File: config.mk
export PLATFORM = sky130hd
export DESIGN_NAME = drsc_top
export DESIGN_NICKNAME = d
export VERILOG_FILES = /design/src/logic/drsc_sync.v /design/src/logic/drsc_top.v
export VERILOG_INCLUDE_DIRS = /design/src /design/src/logic
export SDC_FILE = /design/constraint.sdc
export NUM_CORES = 1
export LEC_CHECK = 0
export ABC_CLOCK_PERIOD_IN_PS = 8810
export BUFFER_PORTS_ARGS = -buffer_cell sky130_fd_sc_hd__buf_2
export CAP_MARGIN = 0
export CELL_PAD_IN_SITES_DETAIL_PLACEMENT = 1
export CELL_PAD_IN_SITES_GLOBAL_PLACEMENT = 1
export CORE_MARGIN = 1
export CORE_UTILIZATION = 45
export CTS_BUF_LIST = sky130_fd_sc_hd__clkbuf_2 sky130_fd_sc_hd__clkbuf_4 sky130_fd_sc_hd__clkbuf_8
export DETAILED_ROUTE_END_ITERATION = 10
export GPL_ROUTABILITY_DRIVEN = 0
export PLACE_DENSITY = 0.71
export SETUP_SLACK_MARGIN = 0.1
export SLEW_MARGIN = 15
export SYNTH_ARGS = -nofsm -noshare
export SYNTH_HDL_FRONTEND = slang
export SYNTH_HIERARCHICAL = 1
export SYNTH_SLANG_ARGS = --single-unit
File: constraint.sdc
create_clock -name clk -period 8.81 [get_ports clk]
set_input_delay 1.762 -clock clk [delete_from_list [all_inputs] [get_ports clk]]
set_output_delay 1.762 -clock clk [all_outputs]
set_load 0.05 [all_outputs]
File: src/logic/drsc_consts.vh
// constants for the dual rheostat serial control block
`ifndef DRSC_CONSTS_VH
`define DRSC_CONSTS_VH

// serial word layout
`define DRSC_WORD_BITS 24
`define DRSC_CMD_MSB 23
`define DRSC_CMD_LSB 20
`define DRSC_ADDR_MSB 19
`define DRSC_ADDR_LSB 16
`define DRSC_DATA_MSB 15
`define DRSC_WIPER_MSB 9

// command codes
`define DRSC_CMD_NOP 4'h0
`define DRSC_CMD_RETRIEVE 4'h1
`define DRSC_CMD_SAVE 4'h2
`define DRSC_CMD_STORE_WR 4'h3
`define DRSC_CMD_DEC6 4'h4
`define DRSC_CMD_DEC6_ALL 4'h5
`define DRSC_CMD_DEC1 4'h6
`define DRSC_CMD_DEC1_ALL 4'h7
`define DRSC_CMD_RESET_ALL 4'h8
`define DRSC_CMD_STORE_RD 4'h9
`define DRSC_CMD_WIPER_RD 4'ha
`define DRSC_CMD_WIPER_WR 4'hb
`define DRSC_CMD_INC6 4'hc
`define DRSC_CMD_INC6_ALL 4'hd
`define DRSC_CMD_INC1 4'he
`define DRSC_CMD_INC1_ALL 4'hf

// reset values and wiper limits
`define DRSC_MIDSCALE 16'h0200
`define DRSC_WIPER_MID 10'h200
`define DRSC_WIPER_MAX 10'h3ff
`define DRSC_WIPER_ZERO 10'h000

// timing
// busy time of 100 ns at the 5 ns system clock
`define DRSC_BUSY_CYCLES 8'h14

`endif

File: src/logic/drsc_sync.v
// two flip-flop synchroniser for a group of asynchronous inputs
`timescale 1ns/1ps
module drsc_sync #(
    parameter WIDTH = 5,
    parameter [WIDTH-1:0] INIT = {WIDTH{1'b1}}
) (
    // clock and reset
    input wire clk,
    input wire rst_n,
    // asynchronous in, synchronised out
    input wire [WIDTH-1:0] async_in,
    output wire [WIDTH-1:0] sync_out
);

reg [WIDTH-1:0] meta_reg;
reg [WIDTH-1:0] sync_reg;

always @(posedge clk or negedge rst_n) begin
    if (!rst_n) begin
        meta_reg <= INIT;
        sync_reg <= INIT;
    end else begin
        meta_reg <= async_in;
        sync_reg <= meta_reg;
    end
end

assign sync_out = sync_reg;

endmodule

File: src/logic/drsc_top.v
// serial control logic of a dual 1024-position rheostat with nonvolatile store
`timescale 1ns/1ps
`include "drsc_consts.vh"
module drsc_top (
    // clock and reset
    input wire clk,
    input wire nrst,
    // serial link pins
    input wire serial_clk,
    input wire serial_in,
    input wire cs_n,
    output wire serial_out_o,
    output wire serial_out_oe,
    // control pins
    input wire wp_n,
    input wire hw_preset_n,
    output wire ready_o,
    output wire ready_oe,
    // wiper settings toward the resistor arrays
    output wire [9:0] wiper_terminal_one,
    output wire [9:0] wiper_terminal_two
);

// ==========================================================
// reset release and pin synchronisation
reg rst_meta_reg;
reg rst_sync_reg;
wire rst_n;

always @(posedge clk or negedge nrst) begin
    if (!nrst) begin
        rst_meta_reg <= 1'b0;
        rst_sync_reg <= 1'b0;
    end else begin
        rst_meta_reg <= 1'b1;
        rst_sync_reg <= rst_meta_reg;
    end
end

assign rst_n = rst_sync_reg;

wire [4:0] pins_sync;

drsc_sync #(
    .WIDTH(5),
    .INIT(5'h07)
) u_sync (
    .clk(clk),
    .rst_n(rst_n),
    .async_in({serial_clk, serial_in, cs_n, wp_n, hw_preset_n}),
    .sync_out(pins_sync)
);

wire sclk_s = pins_sync[4];
wire serial_in_s = pins_sync[3];
wire cs_n_s = pins_sync[2];
wire wp_n_s = pins_sync[1];
wire preset_n_s = pins_sync[0];

// ==========================================================
// edge detection on synchronised pins
reg sclk_prev_reg;
reg cs_n_prev_reg;
reg preset_n_prev_reg;

always @(posedge clk or negedge rst_n) begin
    if (!rst_n) begin
        sclk_prev_reg <= 1'b0;
        cs_n_prev_reg <= 1'b1;
        preset_n_prev_reg <= 1'b1;
    end else begin
        sclk_prev_reg <= sclk_s;
        cs_n_prev_reg <= cs_n_s;
        preset_n_prev_reg <= preset_n_s;
    end
end

wire shift_en = sclk_s & ~sclk_prev_reg & ~cs_n_s;
wire frame_end = cs_n_s & ~cs_n_prev_reg;
wire preset_rise = preset_n_s & ~preset_n_prev_reg;

// ==========================================================
// wiper arithmetic shared by single and all-channel commands
function [9:0] drsc_wiper_step;
    input [3:0] cmd;
    input [9:0] w;
    begin
        case (cmd)
            `DRSC_CMD_DEC6, `DRSC_CMD_DEC6_ALL: begin
                drsc_wiper_step = {1'b0, w[9:1]};
            end
            `DRSC_CMD_DEC1, `DRSC_CMD_DEC1_ALL: begin
                drsc_wiper_step = (w == `DRSC_WIPER_ZERO) ? w : w - 10'h001;
            end
            `DRSC_CMD_INC6, `DRSC_CMD_INC6_ALL: begin
                drsc_wiper_step = w[9] ? `DRSC_WIPER_MAX : {w[8:0], 1'b0};
            end
            `DRSC_CMD_INC1, `DRSC_CMD_INC1_ALL: begin
                drsc_wiper_step = (w == `DRSC_WIPER_MAX) ? w : w + 10'h001;
            end
            default: begin
                drsc_wiper_step = w;
            end
        endcase
    end
endfunction

// ==========================================================
// shift register, store, wipers and command execution
reg [23:0] shift_reg;
reg [15:0] store_mem [0:15];
reg [9:0] wiper_one_reg;
reg [9:0] wiper_two_reg;
reg serial_out_reg;
reg [7:0] busy_cnt_reg;
integer i;

wire [3:0] cmd = shift_reg[`DRSC_CMD_MSB:`DRSC_CMD_LSB];
wire [3:0] addr = shift_reg[`DRSC_ADDR_MSB:`DRSC_ADDR_LSB];
wire [15:0] data = shift_reg[`DRSC_DATA_MSB:0];
wire chan = addr[0];
wire wr_ok = wp_n_s;
wire [9:0] wiper_sel = chan ? wiper_two_reg : wiper_one_reg;

wire single_op = (cmd == `DRSC_CMD_DEC6) || (cmd == `DRSC_CMD_DEC1) ||
                 (cmd == `DRSC_CMD_INC6) || (cmd == `DRSC_CMD_INC1);
wire all_op = (cmd == `DRSC_CMD_DEC6_ALL) || (cmd == `DRSC_CMD_DEC1_ALL) ||
              (cmd == `DRSC_CMD_INC6_ALL) || (cmd == `DRSC_CMD_INC1_ALL);
wire slow_cmd = (cmd == `DRSC_CMD_SAVE) || (cmd == `DRSC_CMD_STORE_WR) ||
                (cmd == `DRSC_CMD_RESET_ALL) || (cmd == `DRSC_CMD_STORE_RD) ||
                (cmd == `DRSC_CMD_WIPER_RD);

always @(posedge clk or negedge rst_n) begin
    if (!rst_n) begin
        shift_reg <= 24'h00_0000;
        wiper_one_reg <= `DRSC_WIPER_MID;
        wiper_two_reg <= `DRSC_WIPER_MID;
        serial_out_reg <= 1'b1;
        busy_cnt_reg <= 8'h00;
        for (i = 0; i < 16; i = i + 1) begin
            store_mem[i] <= (i < 2) ? `DRSC_MIDSCALE : 16'h0000;
        end
    end else begin
        if (busy_cnt_reg != 8'h00) begin
            busy_cnt_reg <= busy_cnt_reg - 8'h01;
        end
        if (shift_en) begin
            shift_reg <= {shift_reg[22:0], serial_in_s};
            serial_out_reg <= shift_reg[23];
        end
        if (preset_rise) begin
            wiper_one_reg <= store_mem[0][9:0];
            wiper_two_reg <= store_mem[1][9:0];
            busy_cnt_reg <= `DRSC_BUSY_CYCLES;
        end else if (frame_end) begin
            if (slow_cmd) begin
                busy_cnt_reg <= `DRSC_BUSY_CYCLES;
            end
            case (cmd)
                `DRSC_CMD_RETRIEVE: begin
                    if (chan) begin
                        wiper_two_reg <= store_mem[1][9:0];
                    end else begin
                        wiper_one_reg <= store_mem[0][9:0];
                    end
                end
                `DRSC_CMD_SAVE: begin
                    if (wr_ok) begin
                        store_mem[{3'h0, chan}] <= {6'h00, wiper_sel};
                    end
                end
                `DRSC_CMD_STORE_WR: begin
                    if (wr_ok) begin
                        store_mem[addr] <= data;
                    end
                end
                `DRSC_CMD_RESET_ALL: begin
                    wiper_one_reg <= store_mem[0][9:0];
                    wiper_two_reg <= store_mem[1][9:0];
                end
                `DRSC_CMD_STORE_RD: begin
                    shift_reg[15:0] <= store_mem[addr];
                end
                `DRSC_CMD_WIPER_RD: begin
                    shift_reg[15:0] <= {6'h00, wiper_sel};
                end
                `DRSC_CMD_WIPER_WR: begin
                    if (wr_ok && chan) begin
                        wiper_two_reg <= data[`DRSC_WIPER_MSB:0];
                    end else if (wr_ok) begin
                        wiper_one_reg <= data[`DRSC_WIPER_MSB:0];
                    end
                end
                default: begin
                    if (wr_ok && single_op && chan) begin
                        wiper_two_reg <= drsc_wiper_step(cmd, wiper_two_reg);
                    end else if (wr_ok && single_op) begin
                        wiper_one_reg <= drsc_wiper_step(cmd, wiper_one_reg);
                    end else if (wr_ok && all_op) begin
                        wiper_one_reg <= drsc_wiper_step(cmd, wiper_one_reg);
                        wiper_two_reg <= drsc_wiper_step(cmd, wiper_two_reg);
                    end
                end
            endcase
        end
    end
end

// ==========================================================
// open-drain pins: enable pulls the wire low
assign serial_out_o = 1'b0;
assign serial_out_oe = ~cs_n_s & ~serial_out_reg;
assign ready_o = 1'b0;
assign ready_oe = (busy_cnt_reg != 8'h00);

assign wiper_terminal_one = wiper_one_reg;
assign wiper_terminal_two = wiper_two_reg;

endmodule

# ---- After elaboration in Yosys (flattened, before gate mapping)
# Cells that the tools add are included.
dict set report classes {
  n_addsub 5
  mul 0
  div_mod_pow 0
  magnitude_cmp 4
  eq_ne 27
  shifts 0
  mux 46
  bitwise 13
  reduce_logical 31
}
# op count
set op_table {}
lappend op_table {{256-bit bitwise mux} 2}
lappend op_table {{256-bit 2-to-1 mux} 2}
lappend op_table {{256-bit case mux with 2 select lines} 1}
lappend op_table {{10-bit 2-to-1 mux} 22}
lappend op_table {{10-bit case mux with 4 select lines} 4}
lappend op_table {{16-bit demux with 4-bit select} 2}
lappend op_table {{16-bit 2-to-1 mux} 7}
lappend op_table {{16-bit binary-select mux with 4-bit select} 1}
lappend op_table {{4-bit equality test (second input constant)} 8}
lappend op_table {{8-bit 2-to-1 mux} 4}
lappend op_table {{16-bit case mux with 2 select lines} 1}
lappend op_table {{10-bit by 1-bit adder with 10-bit output (second input constant)} 2}
lappend op_table {{10-bit equality test (second input constant)} 2}
lappend op_table {{10-bit zero test} 2}
lappend op_table {{10-bit by 1-bit subtractor with 10-bit output (second input constant)} 2}
lappend op_table {{4-bit by 3-bit equality test with 1-bit output (second input constant)} 4}
lappend op_table {{3-bit inequality test (second input constant)} 4}
lappend op_table {{6-bit nonzero test} 2}
lappend op_table {{5-bit greater-or-equal comparator (second input constant)} 2}
lappend op_table {{1-bit logical OR} 10}
lappend op_table {{5-bit by 1-bit less-than comparator with 1-bit output (second input constant)} 2}
lappend op_table {{4-bit by 2-bit equality test with 1-bit output (second input constant)} 2}
lappend op_table {{8-bit nonzero test} 1}
lappend op_table {{2-bit OR reduction} 4}
lappend op_table {{16 further kinds} 33}
dict set report totals {
  ff_bits 324
  latchBits 0
  ram_bits 0
  romBits 0
  out_inout_bits 24
  mem_count 0
}

# ---- Longest topological paths before layout
# Gate-level depths: netlist of run 1.
dict set report depth {
  depth_word 11
  ltp_mapped 10
}

# ---- Cells and area by module
# Netlist of run 1, hierarchy kept.
# module instances cells_each area_each_um2
set by_module_without_submodules {}
lappend by_module_without_submodules {drsc_top 1 1299 16331.9}
lappend by_module_without_submodules {drsc_sync 1 10 257.7}

# ---- Worst setup path after synthesis of run 1
# No wires, ideal clock.
dict set report synth_timing {
  path_type {reg2out}
  start {register busy_cnt_reg[3]}
  end {output ready_oe}
  arrival_ns 1.290
  t_required_ns 7.048
  slack_ns 5.758
  stages_incl_launch_ff 3
  cell_sequence {dfrtp_1 nor4_1 nand3_1}
}
dict set report synth_via {
  elab_chain_cells 1
}
# item line
set synth_lines {}
lappend synth_lines {{start: declaration} drsc_top.v:115} ;# reg [7:0] busy_cnt_reg;
lappend synth_lines {{start signal: assignment} drsc_top.v:145} ;# busy_cnt_reg <= busy_cnt_reg - 8'h01;
lappend synth_lines {{start signal: assignment} drsc_top.v:154} ;# busy_cnt_reg <= `DRSC_BUSY_CYCLES;
lappend synth_lines {{start signal: assignment} drsc_top.v:157} ;# busy_cnt_reg <= `DRSC_BUSY_CYCLES;
lappend synth_lines {{8-bit nonzero test} drsc_top.v:214} ;# assign ready_oe = (busy_cnt_reg != 8'h00);
lappend synth_lines {{end: declaration} drsc_top.v:18} ;# output wire ready_oe,
# No other way between the ends.

# ---- Worst setup path in the final report of run 1
# Same ends and word-level chain as after synthesis.

==> results of run 1 <==
cell families (layout without fill, tap and decap cells):
family | count (synthesis) | count (layout)
adders and majority gates | 8 | 8
AOI/OAI and AO/OA | 205 | 205
xor gates and xnor gates | 25 | 25
and+or+nand+nor | 253 | 253
buffers and inverters | 139 | 168
other | 2 | 3
muxes | 353 | 353
DFF | 324 | 324
metrics by stage:
stage	std cells	utilization [%]	total power, mW	hold WS (ps)
after floorplan	1310	-	1.99	331
after global placement	1696	47.3	2.11	311
after detailed placement	1696	47.3	2.12	313
after CTS	1800	50.7	3.58	314
after global routing	1800	50.7	3.70	335
final	1800	50.7	3.55	287
worst paths after layout:
check	start	end	slack (ps)
worst min-delay path	rst_n	store_mem[196]	290
worst max-delay path	busy_cnt_reg[3]	ready_oe	4960
worst max register to register	shift_reg[23]	store_mem[0]	5210
worst min register to register	rst_n	store_mem[196]	290
min in group clk	u_sync/meta_reg[3]	u_sync/sync_out[3]	350
max in group asynchronous	rst_n	store_mem[182]	7130
metal layers:
layer | vias up | share of wire (%)
li1 | 4874 | -
met1 | 6046 | 45
met2 | 284 | 49
met3 | 79 | 4.3
met4 | 0 | 2.2
met5 | - | 0
critical path, stage by stage, from the launching register on:
cell     delay [ps]
dfrtp_1         420
nor4_1          400
nand3_1         330
buf_2           320
report_power, final:
group          switching [mW]  internal, mW  total [mW]  leakage (nW)
clock network           0.628         0.817        1.45         0.644
logic                   0.214         0.145       0.360          3.06
registers               0.202          1.54        1.74          4.42
layout make-up:
type	count	area [um2]
clock buffer	96	1150
sequential	324	8140
fill	3623	17700
multi-input combinational	847	7920
inverter	12	45.0
tap	461	577
clock inverter	8	55.1
timing repair buffer	52	320
placed cells by master, fill, tap and decap left out, types with 4 or more instances in the layout:
cell | Yosys | final
o21ai_0 | 38 | 38
buf_4 | 7 | 24
a22o_1 | 23 | 23
mux2_4 | 5 | 5
clkinv_2 | 0 | 4
a221oi_1 | 17 | 17
mux4_2 | 80 | 80
or3_1 | 7 | 7
xnor2_1 | 16 | 16
mux2i_1 | 35 | 35
dfstp_2 | 13 | 13
clkbuf_4 | 0 | 28
and3_1 | 9 | 8
nor4_1 | 5 | 5
dfrtp_1 | 311 | 308
ha_1 | 8 | 8
nand3_1 | 25 | 25
a31oi_1 | 6 | 6
buf_2 | 20 | 28
inv_1 | 12 | 12
nand2b_1 | 10 | 10
nor2b_1 | 6 | 5
clkbuf_8 | 0 | 68
o22ai_1 | 10 | 10
o221ai_1 | 11 | 11
a211oi_1 | 6 | 6
and2_1 | 4 | 4
nor2_2 | 0 | 5
nand2_1 | 77 | 77
a21oi_1 | 22 | 22
o31ai_1 | 11 | 11
nor2_1 | 72 | 66
nor3_1 | 14 | 14
o211ai_1 | 9 | 9
xor2_1 | 9 | 9
a22oi_1 | 13 | 13
mux2_2 | 233 | 233
nand4_1 | 6 | 6
==> impl_metrics.toml, run 1 <==
[route]
ant_nets = 0
wl_mm = 45.5
vias = 11300
post_drt_via_cell_ratio = 6.27
detail_route.wl_per_cell_um = 25.3
drtIter0Drc = 876
drt_pass1_iterations = 7
drc = 0

[worst_setup_path]
cp.required_ps = 7050
crit_path_end_kind = "output pin"
reg2regPathDepth = 7
crit_arrival_ps = 2090
start_kind = "flop"
critPathKind = "reg2out"
path_max_fanout = 7

[cells_and_area]
diodes = 0
area_delta_synth_final_pct = 9.69
design_area_um2 = 18200
final_nets = 1309
drive_above_1_share_pct = 38.3
largest_reg_flops = 256

[logic_synthesis]
synth_common_cells = "311 x dfrtp_1, 233 x mux2_2, 80 x mux4_2, 77 x nand2_1"
muxShareOfSynthArea_pct = 29.2
synth_fa_ha_area_share_pct = 0.603
synth_edf_count = 0
synthTopCellsByArea = "dfrtp_1 47%, mux2_2 16%, mux4_2 11%"
post_synth_num_cell_types = 74
synth_top_family_by_area = "multiplexers"
synth.ff_latch_count = 324
synth_compound_area_share_pct = 8.95
synth.most_common_cell = "dfrtp_1"
synth-simple-area-share_pct = 7.32
synth_top_area_cell = "dfrtp_1"
ys_async_sr_fraction_pct = 100
yosysTopAreaCellShare_pct = 46.9
yosys_most_used_dff = "dfrtp_1"
ys_seq_area_share_pct = 49.0
yosys_warnings = 6
synthesis.instances = 1309
avgSynthCellArea_um2 = 12.7
synthesis.area_um2 = 16600
synthXorXnorAreaFrac_pct = 1.32

[global_route]
met1_usage_pct = 35.1
antenna_found_initial = 0
overflow = 0
grt_max_degree = 80
grt_pass1_vias = 11900
grt.total_usage_pct = 25.0
grt-busiest-layer = "met2"
met2_usage_pct = 40.5
grt_pass1_wl_mm = 73.1
use_met3_pct = 3.64

[cts]
clockBufferDepth = 3
clkTransAtPathRegs_ps = 60
cts_tree = "done"
h-tree-depth = 2
clock-sinks = 324
cts_resized = 0
postCtsSetupBuffers = 0
cts_root_buffer = "clkbuf_8"
worstSkewPairLatency_ps = 640
hold_buffers = 0
numCtsBuffers = 57

[die]
rows = 69
io_pins = 31
core_um2 = 35900
initial_core_util_pct = 46.2
dieArea_um2 = 37600
die_w_um = 194
die_h_um = 194

[timing]
max_slew.worst_pin.slew_ps = 1160
clock-skew-final_ps = 49.9
fin_ws_ps = 4960
slew_headroom_pct = 22.4
finalCritPeriodShare_pct = 43.7
drv_slew = 0
layout_min_cycle_time_ps = 3850
finalHoldViolCount = 0
rsz0062_at_grt = "false"
setup_tns_ps = 0
setup_viol = 0
fmax_mhz = 260

[placed_design]
placed_area_um2 = 17000
hpwlAfterDp_mm = 29.2
io_buffers = 28
dp_slack_ps = 5290

[job]
cap_viol_max_count = 0

[min_path]
min_path_type = "reg2async"

[power]
p_leak_nw = 8.12
power_density_nw_per_um2 = 195
ir_drop_mv = 0.105

[outcome]
run_status = "finished, final reports clean"
(Power assumes the default switching activity.)
==> run 2, diff against run 1 <==
ABC_CLOCK_PERIOD_IN_PS = 3400   (was 8810)
clock period = 3.4 ns   (was 8.81 ns; I/O delays follow)
==> run 2 against run 1 <==
- non-clock buffer count up 39
- sequential cell count stayed put
- register-to-register slack got worse by 4700 ps
- global-route usage grew 0.60 points
- die area did not move
==> impl_metrics.toml, run 2 (synthesis results as in run 1) <==
[global_route]
use_met3_pct = 3.81
grt.total_usage_pct = 25.6
grt_max_degree = 66
met2_usage_pct = 41.7
grt-busiest-layer = "met2"
grt_pass1_wl_mm = 74.6
overflow = 0
met1_usage_pct = 34.8
grt_pass1_vias = 12200
antenna_found_initial = 0

[outcome]
run_status = "finished, final reports clean"

[route]
drt_pass1_iterations = 8
ant_nets = 0
vias = 11500
drtIter0Drc = 811
drc = 0
post_drt_via_cell_ratio = 6.27
detail_route.wl_per_cell_um = 25.5
wl_mm = 46.8

[worst_setup_path]
start_kind = "flop"
crit_family = "simple AND/OR/NAND/NOR gates"
path_max_fanout = 11
cp.required_ps = 3870
reg2regPathDepth = 6
crit_top_cell = "or4_4"
worstReg2RegStart = "wiper_terminal_one[3]"
cp_num_buf_inv = 0
path_depth = 6
crit_arrival_ps = 3310
crit_path_end_kind = "flop"
crit_start = "wiper_terminal_one[3]"
crit_chain = "or4_4 -> or4_4 -> nor4_4 -> o31ai_1 -> a21o_1 -> mux2_4"
cpMaxStageDelayCell = "or4_4"
critPathKind = "reg2reg"
critPathMaxStageDelay_ps = 610

[min_path]
hold_path_depth = 1
hold_start = "wp_n"
min_path_type = "in2reg"

[die]
die_h_um = 194
rows = 69
initial_core_util_pct = 46.2
die_w_um = 194
core_um2 = 35900
io_pins = 31
dieArea_um2 = 37600

[cts]
cts_tree = "done"
numCtsBuffers = 56
cts_root_buffer = "clkbuf_8"
clockBufferDepth = 3
cts_resized = 0
worstSkewPairLatency_ps = 610
clock-sinks = 324
postCtsSetupBuffers = 0
hold_buffers = 1
clkTransAtPathRegs_ps = 60
h-tree-depth = 2

[cells_and_area]
largest_reg_flops = 256
final_nets = 1347
layout_commonest_cell = "dfrtp_1"
drive_above_1_share_pct = 39.7
diodes = 0
final_cell_mix = "308 x dfrtp_1, 233 x mux2_2, 80 x mux4_2"
area_delta_synth_final_pct = 11.9
design_area_um2 = 18600

[timing]
rsz0062_at_grt = "false"
setup_viol = 0
fin_ws_ps = 559
drv_slew = 0
max_slew.worst_pin.slew_ps = 910
clock-skew-final_ps = 25.0
slew_headroom_pct = 39.1
finalCritPeriodShare_pct = 83.5
setup_tns_ps = 0
finalHoldViolCount = 0
layout_min_cycle_time_ps = 2840
fmax_mhz = 352

[placed_design]
dp_slack_ps = 629
hpwlAfterDp_mm = 30.7
io_buffers = 28
placed_area_um2 = 17400

[power]
ir_drop_mv = 0.294
power_density_nw_per_um2 = 501
p_leak_nw = 8.34

[job]
cap_viol_max_count = 0
## run 2: cell types whose count changed in the layout (fill, tap and decap cells not counted), sizes merged
cell / previous run / this run
buf: 52 / 90
clkinv: 5 / 12
clkinvlp: 2 / 1
clkbuf: 96 / 81
dlygate4sd3: 0 / 1
bufinv: 0 / 4
## run 2: final cells by class
type	count	area, um2
clock buffer	81	1010
clock inverter	18	200
multi-input combinational	847	7910
fill	3617	17300
sequential	324	8140
tap	461	577
timing repair buffer	91	691
inverter	12	45.0
## run 2: worst register-to-register path: stages (launching register included)
cell and delay (ps):
dfrtp_1 550, or4_4 610, or4_4 470, nor4_4 240
o31ai_1 100, a21o_1 370, mux2_4 380
## run 2: path summary, 6_finish.rpt
check | to | slack [ps]
setup / recovery | wiper_terminal_one[1] | 560
hold / removal | u_sync/meta_reg[1] | 180
setup reg to reg | wiper_terminal_one[1] | 560
hold reg to reg | u_sync/sync_out[3] | 350
max in group asynchronous | wiper_terminal_one[9] | 2000
min in group asynchronous | rst_meta_reg | 400
## run 2: layer usage
layer | share of wire, % | vias to the layer above
met1 | 43 | 6098
met2 | 48 | 368
li1 | - | 4928
met5 | 0 | -
met3 | 5.4 | 105
met4 | 3.5 | 0
## run 2: per-stage QoR
step	hold WS (ps)	power [mW]	utilization (%)	instances
floorplan	331	5.16	-	1310
finish	185	9.30	51.7	1834
detailed placement	337	5.52	48.3	1734
CTS	140	9.40	51.7	1834
global route	157	9.69	51.7	1834
global placement	335	5.48	48.3	1734
## run 2: power by group
part           internal (mW)  leakage [nW]  switching [mW]
sequential              3.99          4.42           0.505
clock                   2.21         0.647            1.62
combinational          0.390          3.27           0.586
